[src/hw/prs_regs.svh]
/*
 * timing and field constants for the transceiver start-up sequencer pair.
 * assumes a 10 MHz ref_clk_in on both ends; included by bare name.
 */
`ifndef PRS_REGS_SVH
`define PRS_REGS_SVH

// ****************************************************************
// clock and timing
// ****************************************************************
`define PRS_CLK_HZ 10000000
`define PRS_RESET_MIN_NS 1000
// least time rounds up, never below one cycle
`define PRS_RESET_MIN_CYC ((((`PRS_RESET_MIN_NS * (`PRS_CLK_HZ / 1000000)) + 999) / 1000) < 1 ? 1 : \
    (((`PRS_RESET_MIN_NS * (`PRS_CLK_HZ / 1000000)) + 999) / 1000))
`define PRS_SUPPLY_WAIT_CYC 16
`define PRS_PLL_LOCK_CYC 64
`define PRS_START_LIMIT_CYC 400
`define PRS_REF_CLOCK_IN_DIV 4
`define PRS_CNT_W 16

// ****************************************************************
// data bus values and fields
// ****************************************************************
`define PRS_DATA_W 8
`define PRS_IDLE_DATA 8'h00
`define PRS_UART_LVL_W 2
`define PRS_UART_LVL_DEFAULT 2'h0
`define PRS_IDLE_HOLD_CYC 2

`endif

[src/hw/prs_pkg.sv]
/*
 * types shared by both ends of the start-up sequencer.
 * assumes prs_regs.svh is on the include path.
 */
`include "prs_regs.svh"

package prs_pkg;

    typedef enum logic [2:0] {
        PHY_OFF,
        PHY_RESET,
        PHY_SUPPLY,
        PHY_LOCK,
        PHY_WAIT_STOP,
        PHY_RUN
    } prs_phy_state_type;

    typedef enum logic [2:0] {
        LNK_HOLD,
        LNK_RELEASE,
        LNK_WAIT_DIR,
        LNK_IDLE_BUS,
        LNK_RUN
    } prs_link_state_type;

endpackage

[src/hw/prs_ulpi_if.sv]
/*
 * pins between the transceiver start-up logic and the link controller.
 * assumes the bench resolves the data bus from the two output enables.
 */
`timescale 1ns/1ps
`default_nettype none
`include "prs_regs.svh"

interface prs_ulpi_if;
    logic chip_reset_n;
    logic ref_clock;
    logic stp;
    logic dir;
    logic [`PRS_DATA_W-1:0] data_phy;
    logic data_phy_oe;
    logic [`PRS_DATA_W-1:0] data_link;
    logic data_link_oe;
    logic [`PRS_DATA_W-1:0] data_bus;

    modport phy (
        input chip_reset_n,
        input ref_clock,
        input stp,
        output dir,
        output data_phy,
        output data_phy_oe,
        input data_bus
    );

    modport link (
        output chip_reset_n,
        output ref_clock,
        output stp,
        input dir,
        output data_link,
        output data_link_oe,
        input data_bus
    );
endinterface

`default_nettype wire

[src/hw/prs_phy.sv]
/*
 * transceiver end: regulator enables, register-default reset and the
 * dir hand-off sequence after pll lock.
 * assumes ref_clk_in is the device's local 10 MHz clock; the pins from
 * the link are asynchronous and are synchronised here.
 */
`timescale 1ns/1ps
`default_nettype none
`include "prs_regs.svh"

module prs_phy (
    input wire logic ref_clk_in,
    input wire logic rst_in,
    prs_ulpi_if.phy ulpi,
    input wire logic battery_in,
    input wire logic io_supply_in,
    input wire logic uart_mode_in,
    input wire logic [`PRS_UART_LVL_W-1:0] uart_regulator_level_in,
    output logic regulator_en_out,
    output logic regulated_3v3_out,
    output logic regulated_1v8_out,
    output logic regulator_pulldown_out,
    output logic [`PRS_UART_LVL_W-1:0] uart_regulator_level_out,
    output logic data_pulldown_out,
    output logic regs_default_out,
    output logic sync_mode_out,
    output logic pins_tristate_out,
    output logic running_out,
    output logic start_late_out
);

    // ****************************************************************
    // state
    // ****************************************************************
    typedef struct packed {
        logic [1:0] rst_sync;
        logic [1:0] clk_sync;
        logic [1:0] stp_sync;
        logic clk_prev;
        logic clk_seen;
        prs_pkg::prs_phy_state_type state;
        logic [`PRS_CNT_W-1:0] cnt;
        logic [`PRS_CNT_W-1:0] start_cnt;
        logic regs_default;
        logic late;
        logic [`PRS_UART_LVL_W-1:0] uart_lvl;
    } prs_phy_reg_type;

    prs_phy_reg_type r_q;
    prs_phy_reg_type r_d;

    logic rst_n_s;
    logic clk_s;
    logic stp_s;
    logic clk_rise;
    logic powered;

    assign rst_n_s = r_q.rst_sync[1];
    assign clk_s = r_q.clk_sync[1];
    assign stp_s = r_q.stp_sync[1];
    assign clk_rise = clk_s && !r_q.clk_prev;
    assign powered = battery_in;

    // ****************************************************************
    // decode helpers
    // ****************************************************************
    // one compare for every terminal count keeps the widths in one place
    function automatic logic cnt_done(input logic [`PRS_CNT_W-1:0] cnt,
        input logic [`PRS_CNT_W-1:0] limit);
        return cnt == limit;
    endfunction

    // regulators run in every state but the two reset states
    function automatic logic supply_on(input prs_pkg::prs_phy_state_type st);
        return st != prs_pkg::PHY_OFF && st != prs_pkg::PHY_RESET;
    endfunction

    // dir and the data pull-downs share one decode, so they cannot part
    function automatic logic holds_dir(input prs_pkg::prs_phy_state_type st);
        return st == prs_pkg::PHY_LOCK || st == prs_pkg::PHY_WAIT_STOP;
    endfunction

    // ****************************************************************
    // next state
    // ****************************************************************
    always_comb begin
        r_d = r_q;
        // all three external pins pass two flops before use
        r_d.rst_sync = {r_q.rst_sync[0], ulpi.chip_reset_n};
        r_d.clk_sync = {r_q.clk_sync[0], ulpi.ref_clock};
        r_d.stp_sync = {r_q.stp_sync[0], ulpi.stp};
        r_d.clk_prev = clk_s;
        r_d.regs_default = 1'b0;
        if (!powered) begin
            r_d.state = prs_pkg::PHY_OFF;
            r_d.clk_seen = 1'b0;
        end else if (!rst_n_s) begin
            // any low time the synchroniser catches resets everything
            r_d.state = prs_pkg::PHY_RESET;
            r_d.clk_seen = 1'b0;
            r_d.cnt = '0;
            r_d.start_cnt = '0;
            r_d.late = 1'b0;
            r_d.uart_lvl = `PRS_UART_LVL_DEFAULT;
        end else begin
            // start interval only runs once clock activity is seen
            if (clk_rise) begin
                r_d.clk_seen = 1'b1;
            end
            // the late flag is sticky: a slow start stays visible in run
            if (r_q.clk_seen && r_q.state != prs_pkg::PHY_RUN) begin
                if (cnt_done(r_q.start_cnt, `PRS_CNT_W'(`PRS_START_LIMIT_CYC))) begin
                    r_d.late = 1'b1;
                end else begin
                    r_d.start_cnt = r_q.start_cnt + 1'b1;
                end
            end
            if (uart_mode_in) begin
                r_d.uart_lvl = uart_regulator_level_in;
            end
            unique case (r_q.state)
                prs_pkg::PHY_OFF, prs_pkg::PHY_RESET: begin
                    r_d.state = prs_pkg::PHY_SUPPLY;
                    r_d.cnt = '0;
                end
                prs_pkg::PHY_SUPPLY: begin
                    if (cnt_done(r_q.cnt, `PRS_CNT_W'(`PRS_SUPPLY_WAIT_CYC))) begin
                        // 1v8 is up: internal reset pulse loads defaults
                        r_d.regs_default = 1'b1;
                        r_d.state = prs_pkg::PHY_LOCK;
                        r_d.cnt = '0;
                    end else begin
                        r_d.cnt = r_q.cnt + 1'b1;
                    end
                end
                prs_pkg::PHY_LOCK: begin
                    // pll only counts lock cycles against a running clock
                    if (cnt_done(r_q.cnt, `PRS_CNT_W'(`PRS_PLL_LOCK_CYC))) begin
                        r_d.state = prs_pkg::PHY_WAIT_STOP;
                    end else if (clk_rise) begin
                        r_d.cnt = r_q.cnt + 1'b1;
                    end
                end
                prs_pkg::PHY_WAIT_STOP: begin
                    // a link still holding stp keeps dir up for as long as it likes
                    if (!stp_s) begin
                        r_d.state = prs_pkg::PHY_RUN;
                    end
                end
                prs_pkg::PHY_RUN: begin
                    r_d.state = prs_pkg::PHY_RUN;
                end
            endcase
        end
    end

    // synchronous clear only; the pin synchronisers restart from zero
    always_ff @(posedge ref_clk_in) begin
        if (rst_in) begin
            r_q <= '0;
        end else begin
            r_q <= r_d;
        end
    end

    // ****************************************************************
    // outputs
    // ****************************************************************
    always_comb begin
        regulator_en_out = supply_on(r_q.state);
        regulated_3v3_out = regulator_en_out;
        regulated_1v8_out = regulator_en_out;
        regulator_pulldown_out = !regulator_en_out;
        uart_regulator_level_out = r_q.uart_lvl;
        data_pulldown_out = holds_dir(r_q.state);
        regs_default_out = r_q.regs_default;
        sync_mode_out = r_q.state == prs_pkg::PHY_RUN;
        // ulpi pins float only when io supply can hold them
        pins_tristate_out = io_supply_in && !regulator_en_out;
        running_out = sync_mode_out && io_supply_in;
        start_late_out = r_q.late;
        ulpi.dir = data_pulldown_out;
        // nothing to send during start-up; the pull-downs hold the bus at 00h
        ulpi.data_phy = `PRS_IDLE_DATA;
        ulpi.data_phy_oe = 1'b0;
    end

endmodule

`default_nettype wire

[src/flat_wrapper.sv]
// flat-port wrapper written by rule: the top's interface ports become plain ports
module prs_phy_flat 
  (ref_clk_in, rst_in, battery_in, io_supply_in, uart_mode_in, uart_regulator_level_in, regulator_en_out, regulated_3v3_out, regulated_1v8_out, regulator_pulldown_out, uart_regulator_level_out, data_pulldown_out, regs_default_out, sync_mode_out, pins_tristate_out, running_out, start_late_out, ulpi_chip_reset_n, ulpi_ref_clock, ulpi_stp, ulpi_dir, ulpi_data_phy, ulpi_data_phy_oe, ulpi_data_bus);
  prs_ulpi_if ulpi_i ();
  input wire logic ref_clk_in;
  input wire logic rst_in;
  input wire logic battery_in;
  input wire logic io_supply_in;
  input wire logic uart_mode_in;
  input wire logic [`PRS_UART_LVL_W-1:0] uart_regulator_level_in;
  output logic regulator_en_out;
  output logic regulated_3v3_out;
  output logic regulated_1v8_out;
  output logic regulator_pulldown_out;
  output logic [`PRS_UART_LVL_W-1:0] uart_regulator_level_out;
  output logic data_pulldown_out;
  output logic regs_default_out;
  output logic sync_mode_out;
  output logic pins_tristate_out;
  output logic running_out;
  output logic start_late_out;
  input wire logic [$bits(ulpi_i.chip_reset_n)-1:0] ulpi_chip_reset_n;
  input wire logic [$bits(ulpi_i.ref_clock)-1:0] ulpi_ref_clock;
  input wire logic [$bits(ulpi_i.stp)-1:0] ulpi_stp;
  output wire logic [$bits(ulpi_i.dir)-1:0] ulpi_dir;
  output wire logic [$bits(ulpi_i.data_phy)-1:0] ulpi_data_phy;
  output wire logic [$bits(ulpi_i.data_phy_oe)-1:0] ulpi_data_phy_oe;
  input wire logic [$bits(ulpi_i.data_bus)-1:0] ulpi_data_bus;
  assign ulpi_i.chip_reset_n = ulpi_chip_reset_n;
  assign ulpi_i.ref_clock = ulpi_ref_clock;
  assign ulpi_i.stp = ulpi_stp;
  assign ulpi_dir = ulpi_i.dir;
  assign ulpi_data_phy = ulpi_i.data_phy;
  assign ulpi_data_phy_oe = ulpi_i.data_phy_oe;
  assign ulpi_i.data_bus = ulpi_data_bus;
  prs_phy u_core (.ref_clk_in(ref_clk_in), .rst_in(rst_in), .ulpi(ulpi_i), .battery_in(battery_in), .io_supply_in(io_supply_in), .uart_mode_in(uart_mode_in), .uart_regulator_level_in(uart_regulator_level_in), .regulator_en_out(regulator_en_out), .regulated_3v3_out(regulated_3v3_out), .regulated_1v8_out(regulated_1v8_out), .regulator_pulldown_out(regulator_pulldown_out), .uart_regulator_level_out(uart_regulator_level_out), .data_pulldown_out(data_pulldown_out), .regs_default_out(regs_default_out), .sync_mode_out(sync_mode_out), .pins_tristate_out(pins_tristate_out), .running_out(running_out), .start_late_out(start_late_out));
endmodule
[config.mk]
export PLATFORM = sky130hd
export DESIGN_NAME = prs_phy_flat
export DESIGN_NICKNAME = d
export VERILOG_FILES = /design/src/hw/prs_pkg.sv /design/src/hw/prs_ulpi_if.sv /design/src/hw/prs_phy.sv /design/src/flat_wrapper.sv
export VERILOG_INCLUDE_DIRS = /design/src /design/src/hw
export SDC_FILE = /design/constraint.sdc
export NUM_CORES = 1
export LEC_CHECK = 0
export BUFFER_PORTS_ARGS = -buffer_cell sky130_fd_sc_hd__buf_2
export CAP_MARGIN = 5
export CORE_ASPECT_RATIO = 1.5
export CORE_MARGIN = 10
export CORE_UTILIZATION = 30
export CTS_CLUSTER_SIZE = 30
export DETAILED_ROUTE_END_ITERATION = 8
export PLACE_DENSITY = 0.57
export SETUP_SLACK_MARGIN = 0.5
export SYNTH_ARGS = -nofsm -noshare
export SYNTH_HDL_FRONTEND = slang
export SYNTH_SLANG_ARGS = --single-unit
[constraint.sdc]
create_clock -name ref_clk_in -period 2.05 [get_ports ref_clk_in]
set_clock_uncertainty 0.1 [all_clocks]
set_input_delay 0.615 -clock ref_clk_in [delete_from_list [all_inputs] [get_ports ref_clk_in]]
set_output_delay 0.615 -clock ref_clk_in [all_outputs]
set_load 0.1 [all_outputs]
Yosys cells after proc, flatten, opt, wreduce, memory -nomap -nowiden
Index checks and enable logic that the tools add are counted.
{"block": "classes", "add_sub_neg": 2, "mul": 0, "div": 0, "magnitude_cmp": 0, "n_eq_ne": 23, "n_shift": 0, "muxes": 16, "n_bitwise": 3, "reduce_logical": 20}
{"cell": "$mux W16", "count": 5}
{"cell": "$pmux W16 S3", "count": 1}
{"cell": "$mux W33", "count": 1}
{"cell": "$add A16 B1 Y16 const B", "count": 2}
{"cell": "$ne A3 B3 Y1 const B", "count": 6}
{"cell": "$eq A16 B5 Y1 const B", "count": 1}
{"cell": "$eq A16 B7 Y1 const B", "count": 1}
{"cell": "$eq A16 B9 Y1 const B", "count": 1}
{"cell": "$pmux W3 S5", "count": 1}
{"cell": "$mux W3", "count": 4}
{"cell": "$reduce_and A3 Y1", "count": 4}
{"cell": "$ne A2 B2 Y1 const B", "count": 5}
{"cell": "$eq A3 B2 Y1 const B", "count": 2}
{"cell": "$eq A3 B3 Y1 const B", "count": 2}
{"cell": "$logic_and A1 B1 Y1", "count": 5}
{"cell": "$ne A2 B1 Y1 const B", "count": 2}
{"cell": "$ne A4 B4 Y1 const B", "count": 1}
{"cell": "$reduce_and A4 Y1", "count": 1}
{"cell": "$reduce_or A2 Y1", "count": 2}
{"cell": "$reduce_or A4 Y1", "count": 1}
{"cell": "$eq A3 B1 Y1 const B", "count": 1}
{"cell": "$logic_not A3 Y1", "count": 1}
{"cell": "$mux W1", "count": 3}
{"cell": "$ne A3 B1 Y1 const B", "count": 1}
{"cell": "7 further kinds", "count": 10}
{"block": "word_totals", "ff_bits": 47, "latchBits": 0, "ram_bits": 0, "mem_bits_ro": 0, "input_bits": 18, "output_inout_bits": 22, "elab_cells": 76, "memories": 0}

Longest topological paths before layout
Gate-level depths: netlist of the first run.
{"block": "depth", "depth_word": 6, "mapped_depth": 8, "depth_no_buf": 7}

Least setup slack after synthesis of the first run
OpenSTA, ideal clock, no wires.
{"block": "synth_timing", "path_kind": "register -> output", "start": "reg u_core.r_q[36] (netlist name)", "end": "out ulpi_dir", "arrival_time_ns": 3.281, "required_ns": 1.335, "setup_slack_ns": -1.946, "stages_incl_launch_ff": 5, "path_buffers": 2, "cell_sequence": "dfxtp_1 > buf_6 > nand2b_1 > o21ai_0 > buf_4"}
{"block": "synth_via", "elab_chain_len": 2, "elab_cells_between_ends": 3, "classes_between": "eq/ne (2); reduce/logical (1)"}
{"item": "start: declaration", "line": "prs_phy.sv:49", "source": "prs_phy_reg_type r_q;"}
{"item": "start signal: assignment", "line": "prs_phy.sv:162", "source": "r_q <= r_d;"}
{"item": "$eq A3 B2 Y1 or $eq A3 B3 Y1 (tied branches)", "line": "prs_phy.sv:80", "source": "return st == prs_pkg::PHY_LOCK || st == prs_pkg::PHY_WAIT_STOP;"}
{"item": "$logic_or A1 B1 Y1 *", "line": "prs_phy.sv:80"}
{"item": "end: declaration", "line": "flat_wrapper.sv:25", "source": "output wire logic [$bits(ulpi_i.dir)-1:0] ulpi_dir;"}
Every way passes the cells marked *; elsewhere a longest branch is shown, timed or not.

Worst setup path in the final report of the first run
{"block": "layout_timing", "start": "reg u_core.r_q[37] (netlist name)", "end": "out data_pulldown_out"}
{"block": "layout_via", "elab_chain_len": 2, "elab_cells_between_ends": 3, "classes_between": "eq/ne (2); reduce/logical (1)"}
{"item": "$eq A3 B2 Y1 or $eq A3 B3 Y1 (tied branches)", "line": "prs_phy.sv:80"}
{"item": "$logic_or A1 B1 Y1 *", "line": "prs_phy.sv:80"}
{"item": "end: declaration", "line": "flat_wrapper.sv:16", "source": "output logic data_pulldown_out;"}
Marks and branches as above.

==> impl_metrics.yaml, run 1 <==
run_status:
  outcome: "completed"
routing:
  post_drt_wl_per_cell_um: 15.0
  post_drt_via_cell_ratio: 5.01
  drt_first_pass_iters: 4
  drt_first_iter_violations: 97
  antenna_violating_nets_post_route: 0
  route.final.wire_length_mm: 6.93
  via_count: 2320
  detail_route.drc_violations: 0
worst_setup_path:
  setup.worst_path.class: "register to primary output"
  crit_required_ns: 1.33
  worst_setup_path_start_kind: "register"
  cp_max_fo: 6
  critical_path_source: "u_core.r_q[37]$_SDFFE_PP0P_"
  timing.rr.start: "u_core.r_q[38]$_SDFFE_PP0P_"
  cp_endpoint_kind: "primary output"
  crit_arrival_ns: 1.24
clock_tree:
  numCtsBuffers: 5
  numClockSinks: 47
  clkSlewWorstSetupHoldPaths_ns: 0.06
  tritoncts: "yes"
  hold_buffers: 0
  cts_htree_levels: 2
  clock_latency_ns: 0.28
  clock_tree_buffer_depth: 2
  cts_root_buf: "sky130_fd_sc_hd__clkbuf_16"
final_layout:
  num-fill-cells: 719
  final_layout_size_suffix_gt1_frac: 0.461
  area.growth.synth_to_final_pct: 56.0
  layout_nets: 379
  antenna_cells_inserted: 0
  finish.utilization: 0.479
die:
  initial_core_util: 0.307
  std_cell_rows: 40
  horiz_die_dim_um: 93.7
  top_level_ports: 40
  chipHeight_um: 131
  total_core_area_um2: 7960
  die_footprint_um2: 12200
yosys:
  netlist-cell-type-count: 51
  yosys_register_bits: 47
  synthMostInstantiatedCell: "sky130_fd_sc_hd__dfxtp_1"
  yosys_warnings: 0
  yosys_most_used_dff: "sky130_fd_sc_hd__dfxtp_1"
  post-synth-top-area-cell: "sky130_fd_sc_hd__dfxtp_1"
  synth_cells: 295
  synth_sequential_area_ratio: 0.385
  synth.cell_area_um2: 2440
  ys_async_sr_fraction: 0
  post_synthesis_average_cell_area_um2: 8.28
  area_share_of_the_largest_cell_type_after_synthesis: 0.385
  number_of_enable_type_register_cells_in_the_synthesized_netlist: 0
  synth_top_cells_by_count: "47 x sky130_fd_sc_hd__dfxtp_1, 28 x sky130_fd_sc_hd__nor2_1, 22 x sky130_fd_sc_hd__a21oi_1, 22 x sky130_fd_sc_hd__nand2_1"
  netlist_top_cells_area: "sky130_fd_sc_hd__dfxtp_1 39%, sky130_fd_sc_hd__a21oi_1 4.5%, sky130_fd_sc_hd__buf_4 4.3%"
grt:
  grt_first_pass_wirelength_mm: 11.1
  antenna_found_initial: 0
  grt_max_degree: 14
  first_global_vias: 2428
  globalRouteTotalUtil: 0.110
  remaining_global_route_overflow: 0
placed_design:
  io_buffer_count: 22
  hpwlAfterDp_mm: 4.58
  gp_congestion: 0.826
hold_path:
  hold_path_startpoint: "u_core.r_d[46]$_SDFF_PP0_"
  hold_class: "register to register"
timing:
  rsz0062_at_grt: "true"
  max_clock_freq_mhz: 513
  finalHoldViolations: 0
  timing.final.setup_violations: 0
  final_min_period_over_clock_period: 0.952
  timing_max_transition_violations_final: 0
  timing.final.crit_period_ns: 1.95
pwr:
  p_leak_nw: 1.38
  report.power.total_w: 0.00202
  peakVddDrop_mv: 0.424
  power.density_cell_area_nw_per_um2: 530
job:
  max_cap_violations: 0
-- repair_timing --
| item | 4_1_cts | 5_1_grt |
|---|---|---|
| pin swaps | 23 | 28 |
| cloned | 2 | 0 |
| setup buffers | 24 | 7 |
| setup endpoints to repair | 51 | 50 |
| gates resized for setup | 97 | 40 |
-- cell type report --
| cell class | instances | area (um^2) | area share |
|---|---|---|---|
| clock buffers | 8 | 156 | 0.0410 |
| inverters | 10 | 60.1 | 0.0158 |
| multi-input cells | 225 | 1770 | 0.464 |
| flip-flops and latches | 47 | 991 | 0.260 |
| well taps | 105 | 131 | 0.0345 |
| repair buffers | 68 | 704 | 0.185 |
-- flip-flops by register name (all words and copies together), names as in the netlist --
name	cells
u_core.r_d	3
u_core.clk_s	1
u_core.regs_default_out	1
u_core.uart_regulator_level_out	2
u_core.start_late_out	1
u_core.r_q	39
-- cells in the final DEF, fill, tap and decap left out, types with 10 or more instances in the layout --
cell,n
sky130_fd_sc_hd__buf_12,12
sky130_fd_sc_hd__nand2_1,21
sky130_fd_sc_hd__buf_6,13
sky130_fd_sc_hd__a21oi_1,12
sky130_fd_sc_hd__or3_1,10
sky130_fd_sc_hd__dfxtp_1,23
sky130_fd_sc_hd__nor2_1,27
sky130_fd_sc_hd__nand4_1,14
sky130_fd_sc_hd__buf_4,33
sky130_fd_sc_hd__dfxtp_2,16
-- through the flow --
stage	setup slack, ns	instances	hold slack [ns]	cell area (um^2)	TNS, ns
after floorplan	-0.562	303	0.314	2620	-1.82
after global placement	0.0650	422	0.321	2870	0
after detailed placement	0.0343	422	0.320	2870	0
after CTS	0.107	456	0.335	3590	0
after global routing	0.0434	463	0.359	3810	0
final	0.0991	463	0.332	3810	0
-- path summary, 6_finish.rpt --
kind                            endpoint  slack (ns)  depth (start not counted)
max                    data_pulldown_out         0.1                          4
min reg2reg    u_core.r_q[46]$_SDFF_PP0_        0.33                          1
min            u_core.r_q[46]$_SDFF_PP0_        0.33                          1
max reg2reg  u_core.r_q[33]$_SDFFE_PP0P_        0.17                          6
-- power by group --
part           total (W)  internal (W)  switching (W)  leakage (nW)
combinational   0.000254     0.0000785       0.000175         0.913
sequential      0.000918      0.000912     0.00000642         0.395
clock           0.000846      0.000519       0.000327        0.0772
total            0.00202       0.00151       0.000509          1.38
-- per-layer routing --
metal | GRT usage | vias up | routed length [um]
met5 | 0 | - | 0
met2 | 0.222 | 29 | 4140
li1 | - | 1152 | -
met4 | 0.0359 | 0 | 147
met1 | 0.108 | 1124 | 2480
met3 | 0.0206 | 15 | 162
-- cell families after synthesis --
family,share of synthesized area
adders and majority gates,0.0205
DFF,0.385
muxes,0.0205
other,0.00154
AOI/OAI and AO/OA,0.133
xor gates and xnor gates,0.0466
buffers and inverters,0.0748
and+or+nand+nor,0.318
-- critical path, stage by stage, from the launching register on --
cell                      delay [ns]
sky130_fd_sc_hd__dfxtp_4        0.40
sky130_fd_sc_hd__nor2b_4        0.17
sky130_fd_sc_hd__nand2_2        0.09
sky130_fd_sc_hd__o21ai_4        0.10
sky130_fd_sc_hd__buf_12         0.20
No activity file was read; power rests on OpenSTA's default activity.
==> inputs of run 2 (changes only) <==
Clock period 2.05 ns to 2.4 ns, I/O delays scaled along.
==> impl_metrics.yaml, run 2 (synthesized netlist as in run 1, its figures left out) <==
run_status:
  outcome: "completed"
clock_tree:
  tritoncts: "yes"
  cts_htree_levels: 2
  numClockSinks: 47
  clock_tree_buffer_depth: 2
  hold_buffers: 0
  numCtsBuffers: 5
  clkSlewWorstSetupHoldPaths_ns: 0.07
  cts_root_buf: "sky130_fd_sc_hd__clkbuf_16"
  clock_latency_ns: 0.29
pwr:
  p_seq_frac: 0.466
  fraction_of_power_consumed_by_combinational_cells: 0.108
  power.density_cell_area_nw_per_um2: 513
  p_int_w: 0.00124
  power.switching_w: 0.000443
  share_clk_of_total_power: 0.426
  p_leak_nw: 1.20
  peakVddDrop_mv: 0.261
  netSwitchingFraction: 0.263
routing:
  post_drt_wl_per_cell_um: 14.0
  detail_route.drc_violations: 0
  drt_first_iter_violations: 87
  route.final.wire_length_mm: 6.20
  antenna_violating_nets_post_route: 0
  via_count: 2187
  drt_first_pass_iters: 4
  post_drt_via_cell_ratio: 4.95
timing:
  timing.final.setup_violations: 0
  timing_max_transition_violations_final: 0
  final_min_period_over_clock_period: 0.867
  rsz0062_at_grt: "true"
  timing.final.crit_period_ns: 2.08
  finalHoldViolations: 0
  timing.setup.tns_ns: 0
  final_critical_path_setup_slack_ns: 0.319
  max_clock_freq_mhz: 481
  holdWs_ns: 0.337
die:
  die_footprint_um2: 12200
  std_cell_rows: 40
  total_core_area_um2: 7960
  top_level_ports: 40
  horiz_die_dim_um: 93.7
  initial_core_util: 0.307
  chipHeight_um: 131
worst_setup_path:
  critical_path_source: "u_core.r_q[38]$_SDFFE_PP0P_"
  cp_endpoint_kind: "primary output"
  setup.worst_path.class: "register to primary output"
  cp_max_fo: 6
  worst-r2r-cell-count: 6
  timing.rr.start: "u_core.r_q[37]$_SDFFE_PP0P_"
  crit_arrival_ns: 1.26
  crit_required_ns: 1.58
  worst_setup_path_start_kind: "register"
  reg2reg_slack_ns: 0.52
  crit_end: "running_out"
  timing.rr.end: "u_core.r_q[31]$_SDFFE_PP0P_"
grt:
  grt_max_degree: 16
  antenna_found_initial: 0
  grt_first_pass_wirelength_mm: 10.2
  remaining_global_route_overflow: 0
  globalRouteTotalUtil: 0.101
  first_global_vias: 2130
final_layout:
  post_layout_inst_area_um2: 3290
  seq_area_um2: 966
  final_layout_size_suffix_gt1_frac: 0.303
  final_cell_mix: "39 x sky130_fd_sc_hd__dfxtp_1, 28 x sky130_fd_sc_hd__buf_4, 27 x sky130_fd_sc_hd__nor2_1, 21 x sky130_fd_sc_hd__nand2_1, 16 x sky130_fd_sc_hd__a21oi_1"
  multi_input_comb_area_um2: 1540
  largest_register_ff_count: 39
  layout_commonest_cell: "sky130_fd_sc_hd__dfxtp_1"
  antenna_cells_inserted: 0
  finish.utilization: 0.413
  regMostFlops: "u_core.r_q"
  num-fill-cells: 790
  area.growth.synth_to_final_pct: 34.7
  layout_nets: 358
placed_design:
  detailed_place.area_um2: 2740
  hpwlAfterDp_mm: 4.39
  gp_congestion: 0.818
  worst_setup_slack_before_clock_tree_synthesis_ns: 0.174
  io_buffer_count: 22
job:
  max_cap_violations: 0
hold_path:
  hold_class: "register to register"
[run 2: changes by cell type in the layout (fill, tap and decap cells not counted), sizes merged]
cell    before  now
a21oi       24   23
clkinv       0    1
clkbuf       8    6
inv          8    9
buf         68   48
[run 2: how the worst min path moves through the flow]
stage | slack [ns] | to | cells past startpoint | startpoint
CTS | 0.34 | u_core.r_q[42]$_SDFF_PP0_ | 1 | u_core.r_d[42]$_SDFF_PP0_
global route | 0.36 | u_core.r_q[46]$_SDFF_PP0_ | 1 | u_core.r_d[46]$_SDFF_PP0_
floorplan | 0.31 | u_core.clk_s$_SDFF_PP0_ | 1 | u_core.r_d[44]$_SDFF_PP0_
detailed placement | 0.32 | u_core.r_q[42]$_SDFF_PP0_ | 1 | u_core.r_d[42]$_SDFF_PP0_
finish | 0.34 | u_core.r_q[42]$_SDFF_PP0_ | 1 | u_core.r_d[42]$_SDFF_PP0_
global placement | 0.32 | u_core.clk_s$_SDFF_PP0_ | 1 | u_core.r_d[44]$_SDFF_PP0_
[run 2: area by class of cell]
class / count / area share
multi-input combinational: 224 / 0.467
inverter: 10 / 0.0133
sequential: 47 / 0.294
clock inverter: 2 / 0.00494
timing repair buffer: 48 / 0.139
tap: 105 / 0.0399
clock buffer: 6 / 0.0422
[run 2: what timing repair did]
action                                  CTS  global route
endpoints found under the setup margin   25            25
buffers inserted                          7             9
gates resized for setup                  21            53
pin swaps                                 4            17
[run 2: per-layer routing]
metal | track usage | share of wire
met3 | 0.0228 | 0.032
met2 | 0.190 | 0.55
met5 | 0 | 0
met4 | 0.0413 | 0.014
met1 | 0.105 | 0.40
[run 2: metrics by stage]
| step | power, W | instances |
|---|---|---|
| CTS | 0.00170 | 433 |
| detailed placement | 0.000972 | 418 |
| floorplan | 0.000949 | 303 |
| finish | 0.00169 | 442 |
| global route | 0.00174 | 442 |
| global placement | 0.000971 | 418 |
[run 2: power groups by stage]
stage | Combinational [W] | Clock [W] | Sequential [W]
floorplan | 0.000142 | 0 | 0.000807
global placement | 0.000161 | 0 | 0.000810
detailed placement | 0.000161 | 0 | 0.000811
CTS | 0.000172 | 0.000740 | 0.000789
global route | 0.000193 | 0.000758 | 0.000786
finish | 0.000182 | 0.000719 | 0.000786
[run 2: worst max-delay path, cell delays in order, from the launching register on]
cell	delay (ns)
sky130_fd_sc_hd__dfxtp_4	0.41
sky130_fd_sc_hd__nor2b_2	0.19
sky130_fd_sc_hd__and3_4	0.21
sky130_fd_sc_hd__buf_12	0.17
==> inputs of run 3 (changes only) <==
--- a/config.mk
+++ b/config.mk
@@ -14,4 +14,5 @@
 export CTS_CLUSTER_SIZE = 30
 export DETAILED_ROUTE_END_ITERATION = 8
+export GPL_TIMING_DRIVEN = 0
 export PLACE_DENSITY = 0.57
 export SETUP_SLACK_MARGIN = 0.5
==> constraint.sdc (replaced) <==
create_clock -name ref_clk_in -period 2.4 [get_ports ref_clk_in]
set_clock_uncertainty 0.1 [all_clocks]
set_input_delay 0.36 -clock ref_clk_in [delete_from_list [all_inputs] [get_ports ref_clk_in]]
set_output_delay 0.36 -clock ref_clk_in [all_outputs]
set_load 0.1 [all_outputs]
==> impl_metrics.yaml, run 3 (synthesized netlist as in run 1, its figures left out) <==
timing:
  worst-slew-pin-transition_ns: 0.697
  max-slew-margin-rel: 0.535
  rsz0062_at_grt: "true"
  timing.final.setup_violations: 0
  final_min_period_over_clock_period: 0.769
  timing.final.crit_period_ns: 1.84
  timing.setup.tns_ns: 0
  max_clock_freq_mhz: 542
  finalHoldViolations: 0
  timing_max_transition_violations_final: 0
final_layout:
  area.growth.synth_to_final_pct: 26.4
  antenna_cells_inserted: 0
  post_layout_inst_area_um2: 3090
  final_cell_mix: "40 x sky130_fd_sc_hd__dfxtp_1, 27 x sky130_fd_sc_hd__nor2_1, 26 x sky130_fd_sc_hd__buf_4, 22 x sky130_fd_sc_hd__nand2_1, 18 x sky130_fd_sc_hd__a21oi_1"
  num-fill-cells: 810
  layout_commonest_cell: "sky130_fd_sc_hd__dfxtp_1"
  final_layout_size_suffix_gt1_frac: 0.251
  layout_nets: 363
  regMostFlops: "u_core.r_q"
  largest_register_ff_count: 39
placed_design:
  detailed_place.area_um2: 2720
  hpwlAfterDp_mm: 4.46
  gp_congestion: 0.841
  io_buffer_count: 21
worst_setup_path:
  worst_setup_path_start_kind: "register"
  timing.rr.start: "u_core.r_q[4]$_SDFFE_PP0P_"
  crit_arrival_ns: 1.38
  worst-r2r-cell-count: 7
  crit_required_ns: 1.94
  setup.worst_path.class: "register to primary output"
  cp_endpoint_kind: "primary output"
  critical_path_source: "u_core.r_q[38]$_SDFFE_PP0P_"
  cp_max_fo: 8
hold_path:
  holdPathStages: 2
  hold_class: "input port to register"
  hold_path_startpoint: "ulpi_ref_clock"
clock_tree:
  tritoncts: "yes"
  clock_latency_ns: 0.29
  numCtsBuffers: 5
  cts_htree_levels: 2
  clkSlewWorstSetupHoldPaths_ns: 0.06
  cts_root_buf: "sky130_fd_sc_hd__clkbuf_16"
  clock_tree_buffer_depth: 2
  hold_buffers: 0
  numClockSinks: 47
pwr:
  power.density_cell_area_nw_per_um2: 530
  netSwitchingFraction: 0.259
  share_clk_of_total_power: 0.410
  peakVddDrop_mv: 0.350
  p_int_w: 0.00121
  p_seq_frac: 0.481
  p_leak_nw: 1.16
  power.switching_w: 0.000424
  fraction_of_power_consumed_by_combinational_cells: 0.109
routing:
  via_count: 2185
  drt_first_pass_iters: 4
  post_drt_via_cell_ratio: 4.89
  detail_route.drc_violations: 0
  antenna_violating_nets_post_route: 0
  drt_first_iter_violations: 104
  post_drt_wl_per_cell_um: 13.5
  route.final.wire_length_mm: 6.02
die:
  top_level_ports: 40
  initial_core_util: 0.307
  horiz_die_dim_um: 93.7
  chipHeight_um: 131
  std_cell_rows: 40
  total_core_area_um2: 7960
  die_footprint_um2: 12200
grt:
  globalRouteTotalUtil: 0.100
  first_global_vias: 2167
  antenna_found_initial: 0
  global_route.usage.met3: 0.0263
  grt_first_pass_wirelength_mm: 9.95
  grt.busiest_layer: "met2"
  grt_use_met1: 0.103
  grt_max_degree: 14
  remaining_global_route_overflow: 0
  grt_util_met2: 0.180
job:
  max_cap_violations: 0
run_status:
  outcome: "completed"
==> run 3: changes by cell type in the layout (fill, tap and decap cells not counted), moves of 2 or more <==
cell / change
sky130_fd_sc_hd__buf_12: -8
sky130_fd_sc_hd__buf_2: +8
sky130_fd_sc_hd__clkbuf_1: +7
sky130_fd_sc_hd__a21oi_2: -3
sky130_fd_sc_hd__or3_1: +3
sky130_fd_sc_hd__or3_4: -3
sky130_fd_sc_hd__a21oi_1: +2
sky130_fd_sc_hd__buf_4: -2
sky130_fd_sc_hd__clkinvlp_4: -2
sky130_fd_sc_hd__dfxtp_4: -2
sky130_fd_sc_hd__inv_1: +2
==> run 3: repair_timing <==
| action | 4_1_cts | 5_1_grt |
|---|---|---|
| endpoints found under the setup margin | 28 | 33 |
| setup buffers | 2 | 8 |
| pin swaps | 1 | 10 |
| gates cloned | 0 | 0 |
| gates resized for setup | 15 | 29 |
==> run 3: path summary, 6_finish.rpt <==
kind	endpoint	slack (ns)
max	running_out	0.56
min	u_core.r_d[44]$_SDFF_PP0_	0.18
max reg2reg	u_core.r_q[10]$_SDFFE_PP0P_	0.59
min reg2reg	u_core.r_q[46]$_SDFF_PP0_	0.34
==> run 3: critical path, stage by stage (launching register included) <==
cell and delay, ns:
sky130_fd_sc_hd__dfxtp_4 0.43, sky130_fd_sc_hd__nor2b_2 0.24, sky130_fd_sc_hd__and3_2 0.21, sky130_fd_sc_hd__buf_6 0.22
==> run 3: layer usage <==
metal  routed length, um  vias up
met5                   0        -
met4                 127        0
met3                 225        9
met2                3240       33
met1                2430     1028
li1                    -     1115
==> run 3: power groups by stage <==
stage / Sequential (W) / Combinational [W] / Clock [W]
5_1_grt: 0.000787 / 0.000190 / 0.000715
2_1_floorplan: 0.000807 / 0.000141 / 0
3_3_place_gp: 0.000808 / 0.000168 / 0
4_1_cts: 0.000789 / 0.000172 / 0.000696
3_5_place_dp: 0.000808 / 0.000169 / 0
6_report: 0.000786 / 0.000178 / 0.000671
==> run 3: layout make-up <==
cell class	instances	area (um^2)	area share
multi-input combinational	224	1460	0.473
sequential	47	960	0.311
timing repair buffer	31	206	0.0669
buffer	22	154	0.0499
clock buffer	7	133	0.0430
tap	105	131	0.0426
inverter	10	37.5	0.0122
clock inverter	1	5.00	0.00162
==> run 3: metrics by stage <==
stage	setup WS, ns	total power, W	std cells	utilization	hold WS, ns
after floorplan	0.00316	0.000948	303	-	0.314
after global placement	0.324	0.000975	429	0.342	0.325
after detailed placement	0.287	0.000977	429	0.342	0.333
after CTS	0.447	0.00166	439	0.367	0.174
after global routing	0.451	0.00169	447	0.388	0.187
final	0.555	0.00164	447	0.388	0.183
